--- src/twi_target_pkg.sv ---
package twi_target_pkg;
  // register byte addresses (word aligned)
  localparam logic [7:0] ADDR_OWN_TARGET  = 8'h00;
  localparam logic [7:0] ADDR_LINK_CTRL   = 8'h04;
  localparam logic [7:0] ADDR_LINK_STATUS = 8'h08;
  localparam logic [7:0] ADDR_LINK_DATA   = 8'h0c;
  localparam logic [7:0] ADDR_SLEEP_CTRL  = 8'h10;
  // link_control bit positions
  localparam int CTL_SERVICE   = 7;
  localparam int CTL_ACK_EN    = 6;
  localparam int CTL_BEGIN_REQ = 5;
  localparam int CTL_HALT_REQ  = 4;
  localparam int CTL_WCOL      = 3;
  localparam int CTL_UNIT_EN   = 2;
  localparam int CTL_IRQ_EN    = 0;
  // status codes, prescaler bits always zero
  localparam logic [7:0] ST_GC_DATA_ACK   = 8'h90;
  localparam logic [7:0] ST_GC_DATA_NACK  = 8'h98;
  localparam logic [7:0] ST_STOP_RESTART  = 8'ha0;
  localparam logic [7:0] ST_OWN_READ_ACK  = 8'ha8;
  localparam logic [7:0] ST_ARB_LOST_READ = 8'hb0;
  localparam logic [7:0] ST_TX_ACK        = 8'hb8;
  localparam logic [7:0] ST_TX_NACK       = 8'hc0;
  localparam logic [7:0] ST_LAST_TX_ACK   = 8'hc8;
  localparam logic [7:0] ST_OWN_WRITE_ACK = 8'h60;
  localparam logic [7:0] ST_GC_ACK        = 8'h70;
  localparam logic [7:0] ST_NO_INFO       = 8'hf8;
  localparam logic [7:0] BROADCAST_ADDR   = 8'h00;
  localparam logic [7:0] RESET_BYTE       = 8'h00;
  localparam logic [7:0] ONES_BYTE        = 8'hff;
  localparam logic [2:0] BIT_LAST         = 3'h7;
  localparam logic [2:0] BIT_FIRST        = 3'h0;
  typedef enum logic [2:0] {
    PH_IDLE  = 3'b000,
    PH_ADDR  = 3'b001,
    PH_ADACK = 3'b010,
    PH_RX    = 3'b011,
    PH_RXACK = 3'b100,
    PH_TX    = 3'b101,
    PH_TXACK = 3'b110,
    PH_WAIT  = 3'b111
  } phase_e;
endpackage
--- src/twi_target.sv ---
// Design decisions made here: the AHB-Lite interface to the registers and the address map.
`timescale 1ns/1ns
// What this block does
// (RL1) status codes reported with prescaler bits zero
// (RL2) general-call data acked reports 0x90
// (RL3) general-call data nacked reports 0x98, unaddressed
// (RL4) stop or restart while addressed reports 0xA0
// (RL5) ack enable zero: no address recognized
// (RL6) ack enable one: own, broadcast if accepted
// (RL7) begin request pending starts when bus free
// (RL8) address register: seven bits plus broadcast accept
// (RL9) software sets enable, ack enable before use
// (RL10) software keeps begin, halt requests zero
// (RL11) read bit enters transmit, write enters receive
// (RL12) address match sets flag with valid status
// (RL13) lost arbitration then read reports 0xB0
// (RL14) ack enable cleared: last byte, 0xC0/0xC8
// (RL15) after last byte ignore master, release data
// (RL16) ack enable zero isolates, bus still monitored
// (RL17) in deep sleep match runs, wakes the part
// (RL18) after wake hold clock until flag cleared
// (RL19) data byte need not hold last bus byte
// (RL20) own read address acked reports 0xA8
// (RL21) transmitted byte acked reports 0xB8, next
// (RL22) clock stretched low while flag set; the code stretches only in PH_WAIT, not after 0x98 or 0xA0
module twi_target
  import twi_target_pkg::*;
(
  // clock and reset
  input  wire logic        SYS_CLK,
  input  wire logic        RST_B,
  // ahb-lite slave
  input  wire logic        HSEL,
  input  wire logic [7:0]  HADDR,
  input  wire logic [1:0]  HTRANS,
  input  wire logic        HWRITE,
  input  wire logic [2:0]  HSIZE,
  input  wire logic [31:0] HWDATA,
  input  wire logic        HREADY,
  output logic [31:0]      HRDATA,
  output logic             HREADYOUT,
  output logic             HRESP,
  // two-wire bus pins
  input  wire logic        SCL_IN,
  output logic             SCL_OUT,
  output logic             SCL_OE_B,
  input  wire logic        SDA_IN,
  output logic             SDA_OUT,
  output logic             SDA_OE_B,
  // system side
  input  wire logic        ARB_LOST,
  output logic             WAKE_REQ,
  output logic             BEGIN_PENDING
);

  typedef struct packed {
    logic [2:0]  scl_sync;
    logic [2:0]  sda_sync;
    logic        scl_st;
    logic        sda_st;
    logic        wr_pend;
    logic [7:0]  wr_addr;
    logic [31:0] rdata;
    logic [7:0]  own_addr;
    logic        service;
    logic        ack_en;
    logic        begin_req;
    logic        halt_req;
    logic        wcol;
    logic        unit_en;
    logic        irq_en;
    logic [7:0]  status;
    logic [7:0]  data;
    logic [7:0]  shift;
    logic [2:0]  bitn;
    phase_e      phase;
    logic        addressed;
    logic        gc_mode;
    logic        last_byte;
    logic        arb_lost;
    logic        asleep;
    logic        wake;
    logic        sda_low;
    logic        scl_low;
    logic        byte_done;
    logic        bus_busy;
  } state_s;

  state_s q, d;

  function automatic logic is_addr(input logic [7:0] a, input logic [7:0] reg_addr);
    is_addr = (a == reg_addr);
  endfunction

  logic scl_rise, scl_fall, start_cond, stop_cond, bus_write, wr_ctrl;
  logic own_hit, gc_hit;

  always_comb begin
    d = q;
    d.scl_sync = {q.scl_sync[1:0], SCL_IN};
    d.sda_sync = {q.sda_sync[1:0], SDA_IN};
    // a level counts once stages two and three agree
    if (q.scl_sync[2] == q.scl_sync[1]) begin
      d.scl_st = q.scl_sync[2];
    end
    if (q.sda_sync[2] == q.sda_sync[1]) begin
      d.sda_st = q.sda_sync[2];
    end
    scl_rise   = !q.scl_st && d.scl_st;
    scl_fall   = q.scl_st && !d.scl_st;
    start_cond = q.scl_st && d.scl_st && q.sda_st && !d.sda_st;
    stop_cond  = q.scl_st && d.scl_st && !q.sda_st && d.sda_st;

    // (RL8) address match decode
    own_hit = (q.shift[7:1] == q.own_addr[7:1]);
    gc_hit  = (q.shift == BROADCAST_ADDR) && q.own_addr[0];

    // ahb-lite: zero wait state, registered write at data phase
    bus_write = HSEL && HREADY && HTRANS[1] && HWRITE;
    d.wr_pend = bus_write;
    if (HSEL && HREADY && HTRANS[1]) begin
      d.wr_addr = HADDR;
    end
    if (HSEL && HREADY && HTRANS[1] && !HWRITE) begin
      d.rdata = '0;
      if (is_addr(HADDR, ADDR_OWN_TARGET)) begin
        d.rdata[7:0] = q.own_addr;
      end else if (is_addr(HADDR, ADDR_LINK_CTRL)) begin
        d.rdata[7:0] = {q.service, q.ack_en, q.begin_req, q.halt_req,
                        q.wcol, q.unit_en, 1'b0, q.irq_en};
      end else if (is_addr(HADDR, ADDR_LINK_STATUS)) begin
        // (RL1) prescaler bits read as zero
        d.rdata[7:0] = q.service ? q.status : ST_NO_INFO;
      end else if (is_addr(HADDR, ADDR_LINK_DATA)) begin
        d.rdata[7:0] = q.data;
      end else if (is_addr(HADDR, ADDR_SLEEP_CTRL)) begin
        d.rdata[1:0] = {q.wake, q.asleep};
      end
    end
    wr_ctrl = q.wr_pend && is_addr(q.wr_addr, ADDR_LINK_CTRL);
    if (q.wr_pend) begin
      if (is_addr(q.wr_addr, ADDR_OWN_TARGET)) begin
        d.own_addr = HWDATA[7:0];
      end else if (is_addr(q.wr_addr, ADDR_LINK_DATA)) begin
        if (q.service) begin
          d.data = HWDATA[7:0];
        end else begin
          d.wcol = 1'b1;
        end
      end else if (is_addr(q.wr_addr, ADDR_SLEEP_CTRL)) begin
        d.asleep = HWDATA[0];
      end
    end
    if (wr_ctrl) begin
      d.ack_en    = HWDATA[CTL_ACK_EN];
      d.begin_req = HWDATA[CTL_BEGIN_REQ];
      d.halt_req  = HWDATA[CTL_HALT_REQ];
      d.unit_en   = HWDATA[CTL_UNIT_EN];
      d.irq_en    = HWDATA[CTL_IRQ_EN];
      if (!HWDATA[CTL_WCOL]) begin
        d.wcol = 1'b0;
      end
      // (RL18) writing one clears flag and ends wake hold
      if (HWDATA[CTL_SERVICE]) begin
        d.service = 1'b0;
        d.wake    = 1'b0;
      end
    end
    // (RL13) remember lost arbitration for status choice
    if (ARB_LOST) begin
      d.arb_lost = 1'b1;
    end

    // bus kept busy from start to stop, so a begin request waits for it
    if (start_cond) begin
      d.bus_busy = 1'b1;
    end else if (stop_cond) begin
      d.bus_busy = 1'b0;
    end
    // bus engine; only runs with the unit enabled
    if (!q.unit_en) begin
      d.phase     = PH_IDLE;
      d.addressed = 1'b0;
      d.sda_low   = 1'b0;
    end else if (start_cond) begin
      // (RL4) restart while addressed
      if (q.addressed && !q.service) begin
        d.service = 1'b1;
        d.status  = ST_STOP_RESTART;
      end
      d.addressed = 1'b0;
      d.phase     = PH_ADDR;
      d.bitn      = BIT_FIRST;
      d.byte_done = 1'b0;
      d.sda_low   = 1'b0;
    end else if (stop_cond) begin
      // (RL4) stop while addressed
      if (q.addressed && !q.service) begin
        d.service = 1'b1;
        d.status  = ST_STOP_RESTART;
      end
      d.addressed = 1'b0;
      d.phase     = PH_IDLE;
      d.sda_low   = 1'b0;
    end else begin
      case (q.phase)
        PH_IDLE: begin
          d.sda_low = 1'b0;
        end
        PH_ADDR, PH_RX: begin
          if (scl_rise) begin
            d.shift = {q.shift[6:0], q.sda_st};
            d.bitn  = q.bitn + 3'h1;
            // a full byte only after the eighth rising edge
            if (q.bitn == BIT_LAST) begin
              d.byte_done = 1'b1;
            end
          end
          if (scl_fall && q.byte_done) begin
            d.byte_done = 1'b0;
          end
          if (scl_fall && q.byte_done && q.phase == PH_ADDR) begin
            // (RL5) (RL6) (RL16) match only with ack enable set
            if (q.ack_en && (own_hit || gc_hit)) begin
              d.sda_low   = 1'b1;
              d.addressed = 1'b1;
              d.gc_mode   = gc_hit;
              // (RL11) direction bit picks transmit or receive
              if (gc_hit) begin
                d.status = ST_GC_ACK;
              end else if (q.shift[0]) begin
                // (RL20) (RL13) own read address
                d.status = q.arb_lost ? ST_ARB_LOST_READ : ST_OWN_READ_ACK;
              end else begin
                d.status = ST_OWN_WRITE_ACK;
              end
              d.arb_lost = 1'b0;
              // (RL17) a match in sleep wakes the part
              d.wake  = q.asleep;
              d.phase = PH_ADACK;
            end else begin
              d.phase = PH_IDLE;
            end
          end else if (scl_fall && q.byte_done && q.phase == PH_RX) begin
            d.data = q.shift;
            // (RL2) (RL3) general call data ack or nack
            d.sda_low   = q.ack_en;
            d.last_byte = !q.ack_en;
            d.status    = q.ack_en ? ST_GC_DATA_ACK : ST_GC_DATA_NACK;
            d.phase     = PH_RXACK;
          end
        end
        PH_ADACK, PH_RXACK: begin
          if (scl_fall) begin
            // (RL12) flag with valid status after the ack bit
            d.service = 1'b1;
            d.sda_low = 1'b0;
            d.bitn    = BIT_FIRST;
            if (q.phase == PH_RXACK && q.last_byte) begin
              d.addressed = 1'b0;
              d.phase     = PH_IDLE;
            end else if (q.status == ST_OWN_READ_ACK
                         || q.status == ST_ARB_LOST_READ) begin
              d.phase = PH_WAIT;
            end else begin
              d.phase = PH_WAIT;
              d.gc_mode = q.gc_mode;
            end
          end
        end
        PH_WAIT: begin
          // (RL22) resume only once the flag is cleared
          if (!q.service) begin
            if (q.status == ST_OWN_READ_ACK || q.status == ST_ARB_LOST_READ
                || q.status == ST_TX_ACK) begin
              // (RL14) (RL20) (RL21) load byte, last if ack enable off
              d.shift     = q.data;
              d.last_byte = !q.ack_en;
              d.sda_low   = !q.data[7];
              d.bitn      = BIT_FIRST;
              d.phase     = PH_TX;
            end else if (q.status == ST_TX_NACK || q.status == ST_LAST_TX_ACK
                         || q.status == ST_GC_DATA_NACK) begin
              d.phase = PH_IDLE;
            end else begin
              d.bitn  = BIT_FIRST;
              d.phase = PH_RX;
            end
          end
        end
        PH_TX: begin
          if (scl_fall) begin
            d.bitn = q.bitn + 3'h1;
            if (q.bitn == BIT_LAST) begin
              d.sda_low = 1'b0;
              d.phase   = PH_TXACK;
            end else begin
              d.shift   = {q.shift[6:0], 1'b1};
              d.sda_low = !q.shift[6];
            end
          end
        end
        PH_TXACK: begin
          if (scl_rise) begin
            // (RL14) final byte: 0xC0 on nack, 0xC8 on ack
            if (q.sda_st) begin
              d.status = ST_TX_NACK;
            end else if (q.last_byte) begin
              d.status = ST_LAST_TX_ACK;
            end else begin
              d.status = ST_TX_ACK;
            end
            // (RL15) unaddressed after last byte, data released
            if (q.sda_st || q.last_byte) begin
              d.addressed = 1'b0;
            end
          end
          if (scl_fall) begin
            d.service = 1'b1;
            d.phase   = PH_WAIT;
          end
        end
        default: begin
          d.phase = PH_IDLE;
        end
      endcase
    end
    // (RL7) begin request waits for a free bus
    if (q.begin_req && !q.addressed && q.phase == PH_IDLE && !q.service
        && !q.bus_busy) begin
      d.begin_req = 1'b0;
    end
    // (RL22) (RL18) stretch while flag set or waking, only in PH_WAIT after the ack bit, none after 0x98
    d.scl_low = q.unit_en && (q.service || q.wake) && !q.scl_st
                && q.phase == PH_WAIT;
  end

  always_ff @(posedge SYS_CLK or negedge RST_B) begin
    if (!RST_B) begin
      q <= '{scl_sync: 3'h7, sda_sync: 3'h7, scl_st: 1'b1, sda_st: 1'b1,
             wr_addr: 8'h00, rdata: 32'h0, own_addr: 8'h00, status: 8'hf8,
             data: 8'hff, shift: 8'h00, bitn: 3'h0, phase: PH_IDLE,
             default: 1'b0};
    end else begin
      q <= d;
    end
  end

  // (RL19) data byte not refreshed by the sleeping matcher
  assign HRDATA        = q.rdata;
  assign HREADYOUT     = 1'b1;
  assign HRESP         = 1'b0;
  assign SCL_OUT       = 1'b0;
  assign SCL_OE_B      = !q.scl_low;
  assign SDA_OUT       = 1'b0;
  assign SDA_OE_B      = !q.sda_low;
  assign WAKE_REQ      = q.wake;
  assign BEGIN_PENDING = q.begin_req;

endmodule

--- config.mk ---
export PLATFORM = sky130hd
export DESIGN_NAME = twi_target
export DESIGN_NICKNAME = d
export VERILOG_FILES = /design/src/twi_target_pkg.sv /design/src/twi_target.sv
export SDC_FILE = /design/constraint.sdc
export NUM_CORES = 1
export LEC_CHECK = 0
export ABC_CLOCK_PERIOD_IN_PS = 3100
export BUFFER_PORTS_ARGS = -buffer_cell sky130_fd_sc_hd__buf_2
export CORE_AREA = 4 4 98 100
export CTS_CLUSTER_DIAMETER = 80
export CTS_CLUSTER_SIZE = 12
export DETAILED_ROUTE_END_ITERATION = 7
export DIE_AREA = 0 0 102 104
export HOLD_SLACK_MARGIN = 0.15
export PLACE_DENSITY = 0.78
export SKIP_CTS_REPAIR_TIMING = 1
export SYNTH_ARGS = -nofsm -noshare
export SYNTH_HDL_FRONTEND = slang
export SYNTH_SLANG_ARGS = --single-unit
--- constraint.sdc ---
create_clock -name SYS_CLK -period 3.1 [get_ports SYS_CLK]
set_clock_uncertainty 0.05 [all_clocks]
set_input_delay 0.62 -clock SYS_CLK [delete_from_list [all_inputs] [get_ports SYS_CLK]]
set_output_delay 0.62 -clock SYS_CLK [all_outputs]
set_load 0.005 [all_outputs]
==> summary.md <==
| Metric | Value |
|---|---|
| Netlist Area Pre-Place | `approximately 4700 um2` |
| Buffers on Ports | `36` |
| Initial antenna violation count | `0` |
| Worst setup SP type | `flop` |
| VDD IR max | `~0.31 mV` |
| Setup crit end kind | `flop` |
| Die X | `102 um` |
| Tot Pwr | `3238 uW` |
| TritonRoute pass-1 iters | `6` |
| Mapped Cells | `467` |
| Pwr Density | `between 600 and 700 nW/um2` |
| Vias per inst | `approximately 6.1` |
| Nets | `547` |
| Die H | `104 um` |
| Hold Crit Class | `primary input to flop` |
| GPL Wtd Cong | `0.9716` |
| Synthesized area per cell | `10.03 um2` |
| Slowest stage cell on the critical path | `dfstp_2` |
| Finished Core Util | `57.66%` |
| Num CTS Buffers | `9` |
| Max Cap Viol | `0` |
| Seq/Total Area, Yosys | `between 40% and 50%` |
| Distinct cells, synth | `69` |
| CTS H-tree depth | `3` |
| Relative max-transition margin | `between 30% and 40%` |
| Die area | `10,610 um2` |
| Clock transition at path regs | `~0.090 ns` |
| Largest net degree at the start of global routing | `80` |
| Crit path time final | `roughly 2.7 ns` |
| Ys Warns | `0` |
| Pins over their slew limit | `0` |
| Hpwl dp | `8.531 mm` |
| Period utilization | `87.33%` |
| P&R area growth vs syn | `6.868%` |
| Global route overflow | `0` |
| Final cell count without fillers | `approximately 600` |
| Post-route ant nets | `0` |
| I/O pin cnt | `slightly above 90` |
| CTS Sinks | `79` |
| Synth area leaders | `dfrtp_1, dfstp_2, mux2_2, buf_4, mux2i_1` |
| N_diodes | `0` |
| Fmax achieved | `369.4 MHz` |
| Final setup violating endpoints | `0` |
| Most frequent cells in the layout | `dfrtp_1, buf_2, nand2_1, mux2_2, conb_1` |
| FFs w/ async S/R, synth | `100.0%` |
| Layout cells sized above 1 | `approximately a quarter` |
| Vias in the first global route | `3,429` |
| Largest area contributor in the netlist | `dfrtp_1` |
| Synth top area share | `31.00%` |
| DP Cell Count | `589` |
| WL/cell | `18.94 um` |
| CTS Buffer Depth | `2` |
| Global-route wire length before repair | `18.28 mm` |
| DR DRC count | `0` |
| Placement Rows | `34` |
| CP most frequent cell | `nor4_4` |
| Setup CP Type | `flop to flop` |
| Most common cell after layout, fill and taps aside | `dfrtp_1` |
| Max FO, Critical Path | `8` |
| Synth Flop Type | `dfrtp_1` |
| CTS tree | `built` |
| Worst-path cell chain | `or4b_4 > nor4_4 > nor2_1 > nor4_4 > mux2_2` |
| Total vias in the final route | `roughly 3,700` |
| CP Data Arrival Time | `2.91 ns` |
| Clk_lat worst skew | `0.37 ns` |
| Crit path required time | `3.30 ns` |
| Final wirelength | `around 11 mm` |
| Post-synth EDFFs | `0` |
| Storage cell area | `2003 um2` |
| Multi-input logic area | `roughly 2400 um2` |
| Fillers | `approximately 760` |
| Root buffer cell | `clkbuf_8` |
| Worst-margin pin slew | `0.9957 ns` |
| GRT Overall Usage | `21.96%` |
| Final setup TNS | `0 ns` |
| RSZ-0062 raised after global routing | `no` |
| Cell leakage power | `0.002104 uW` |
| Outcome | `finished clean` |
| Initial core utilization | `53.95%` |
| Critical Path Max Stage Delay | `0.56 ns` |
| Final-report hold violation count | `0` |
| Placeable Area | `about 8700 um2` |
| Iter 0 DRT Violations | `around 280` |
| Yosys reg bits | `79` |
per-layer routing:
metal	part of all wire (%)	wire length, um	global-route usage [%]
met5	0	0	0
met1	45	5205	33.58
met4	1.5	176	6.186
met2	45	5106	31.62
met3	8.5	971	4.091
power by group:
part | total [uW] | internal [uW] | switching, uW | leakage [uW]
clock network | 749 | 325 | 424 | 0.0000950
registers | 1430 | 1190 | 242 | 0.000944
logic | 1060 | 477 | 580 | 0.00106
Yosys cell counts, drive strengths merged (3+ instances only):
master  instances
nor3b           7
a21oi          18
and3b           3
nand3           8
buf            41
and2            4
o21ai          35
a31oi           4
a21o            3
dfrtp          58
o31ai           3
dfstp          21
o21a            3
nor2b           6
xnor2           7
clkbuf         16
a22oi           5
nand3b          3
mux2i          17
inv            19
a22o           11
o32ai           5
nand2          33
a211oi          7
nor2           20
nand2b          8
nor4           11
o221ai          7
mux2           33
nor3            7
or4             3
nand4           5
critical path, delay by kind of cell (launching register included):
family / cells / cell delay, ns
DFF: 1 / 0.56
and+or+nand+nor: 4 / 1.55
muxes: 1 / 0.41
sequential cells by signal, summed over array words and instances, names as in the netlist:
signal         count
q                 65
d                  4
HRDATA             8
WAKE_REQ           1
BEGIN_PENDING      1
metrics by stage:
stage	hold WS (ns)	setup slack, ns	area, um2
after detailed placement	0.2968	0.4177	4812
after CTS	0.2910	0.3983	5004
after global placement	0.2964	0.4517	4812
after floorplan	0.2744	0.7387	4780
final	0.2990	0.3926	5004
after global routing	0.2914	0.3269	5004
layout make-up:
type                            instances  area share, %
Sequential cell                        79          40.03
Tap cell                              108          2.701
Timing Repair Buffer                   45          5.001
Multi-Input combinational cell        338          47.01
Inverter                               19          1.425
Clock inverter                          6          1.075
Clock buffer                           10          2.751
cells by family after synthesis:
group / after synthesis / share of synthesized area, %
AND/OR/NAND/NOR: 130 / 16.92
other: 2 / 0.1604
flip-flops: 79 / 42.78
adder cells (fa/ha/maj): 4 / 0.9620
AO/OA/AOI/OAI: 119 / 17.24
XOR/XNOR: 7 / 1.309
buffers and inverters: 76 / 9.059
multiplexers: 50 / 11.57
final timing paths:
check | start | to | slack, ns | cells past startpoint
setup / recovery | q[39] | q[18] | 0.39 | 5
hold / removal | SCL_IN | d[102] | 0.30 | 1
setup reg to reg | q[39] | q[18] | 0.39 | 5
hold reg to reg | d[102] | d[103] | 0.31 | 0
max in group asynchronous | RST_B | q[18] | 1.98 | 1
min in group asynchronous | RST_B | q[10] | 0.34 | 1
Power figures use the tool's default switching activity.
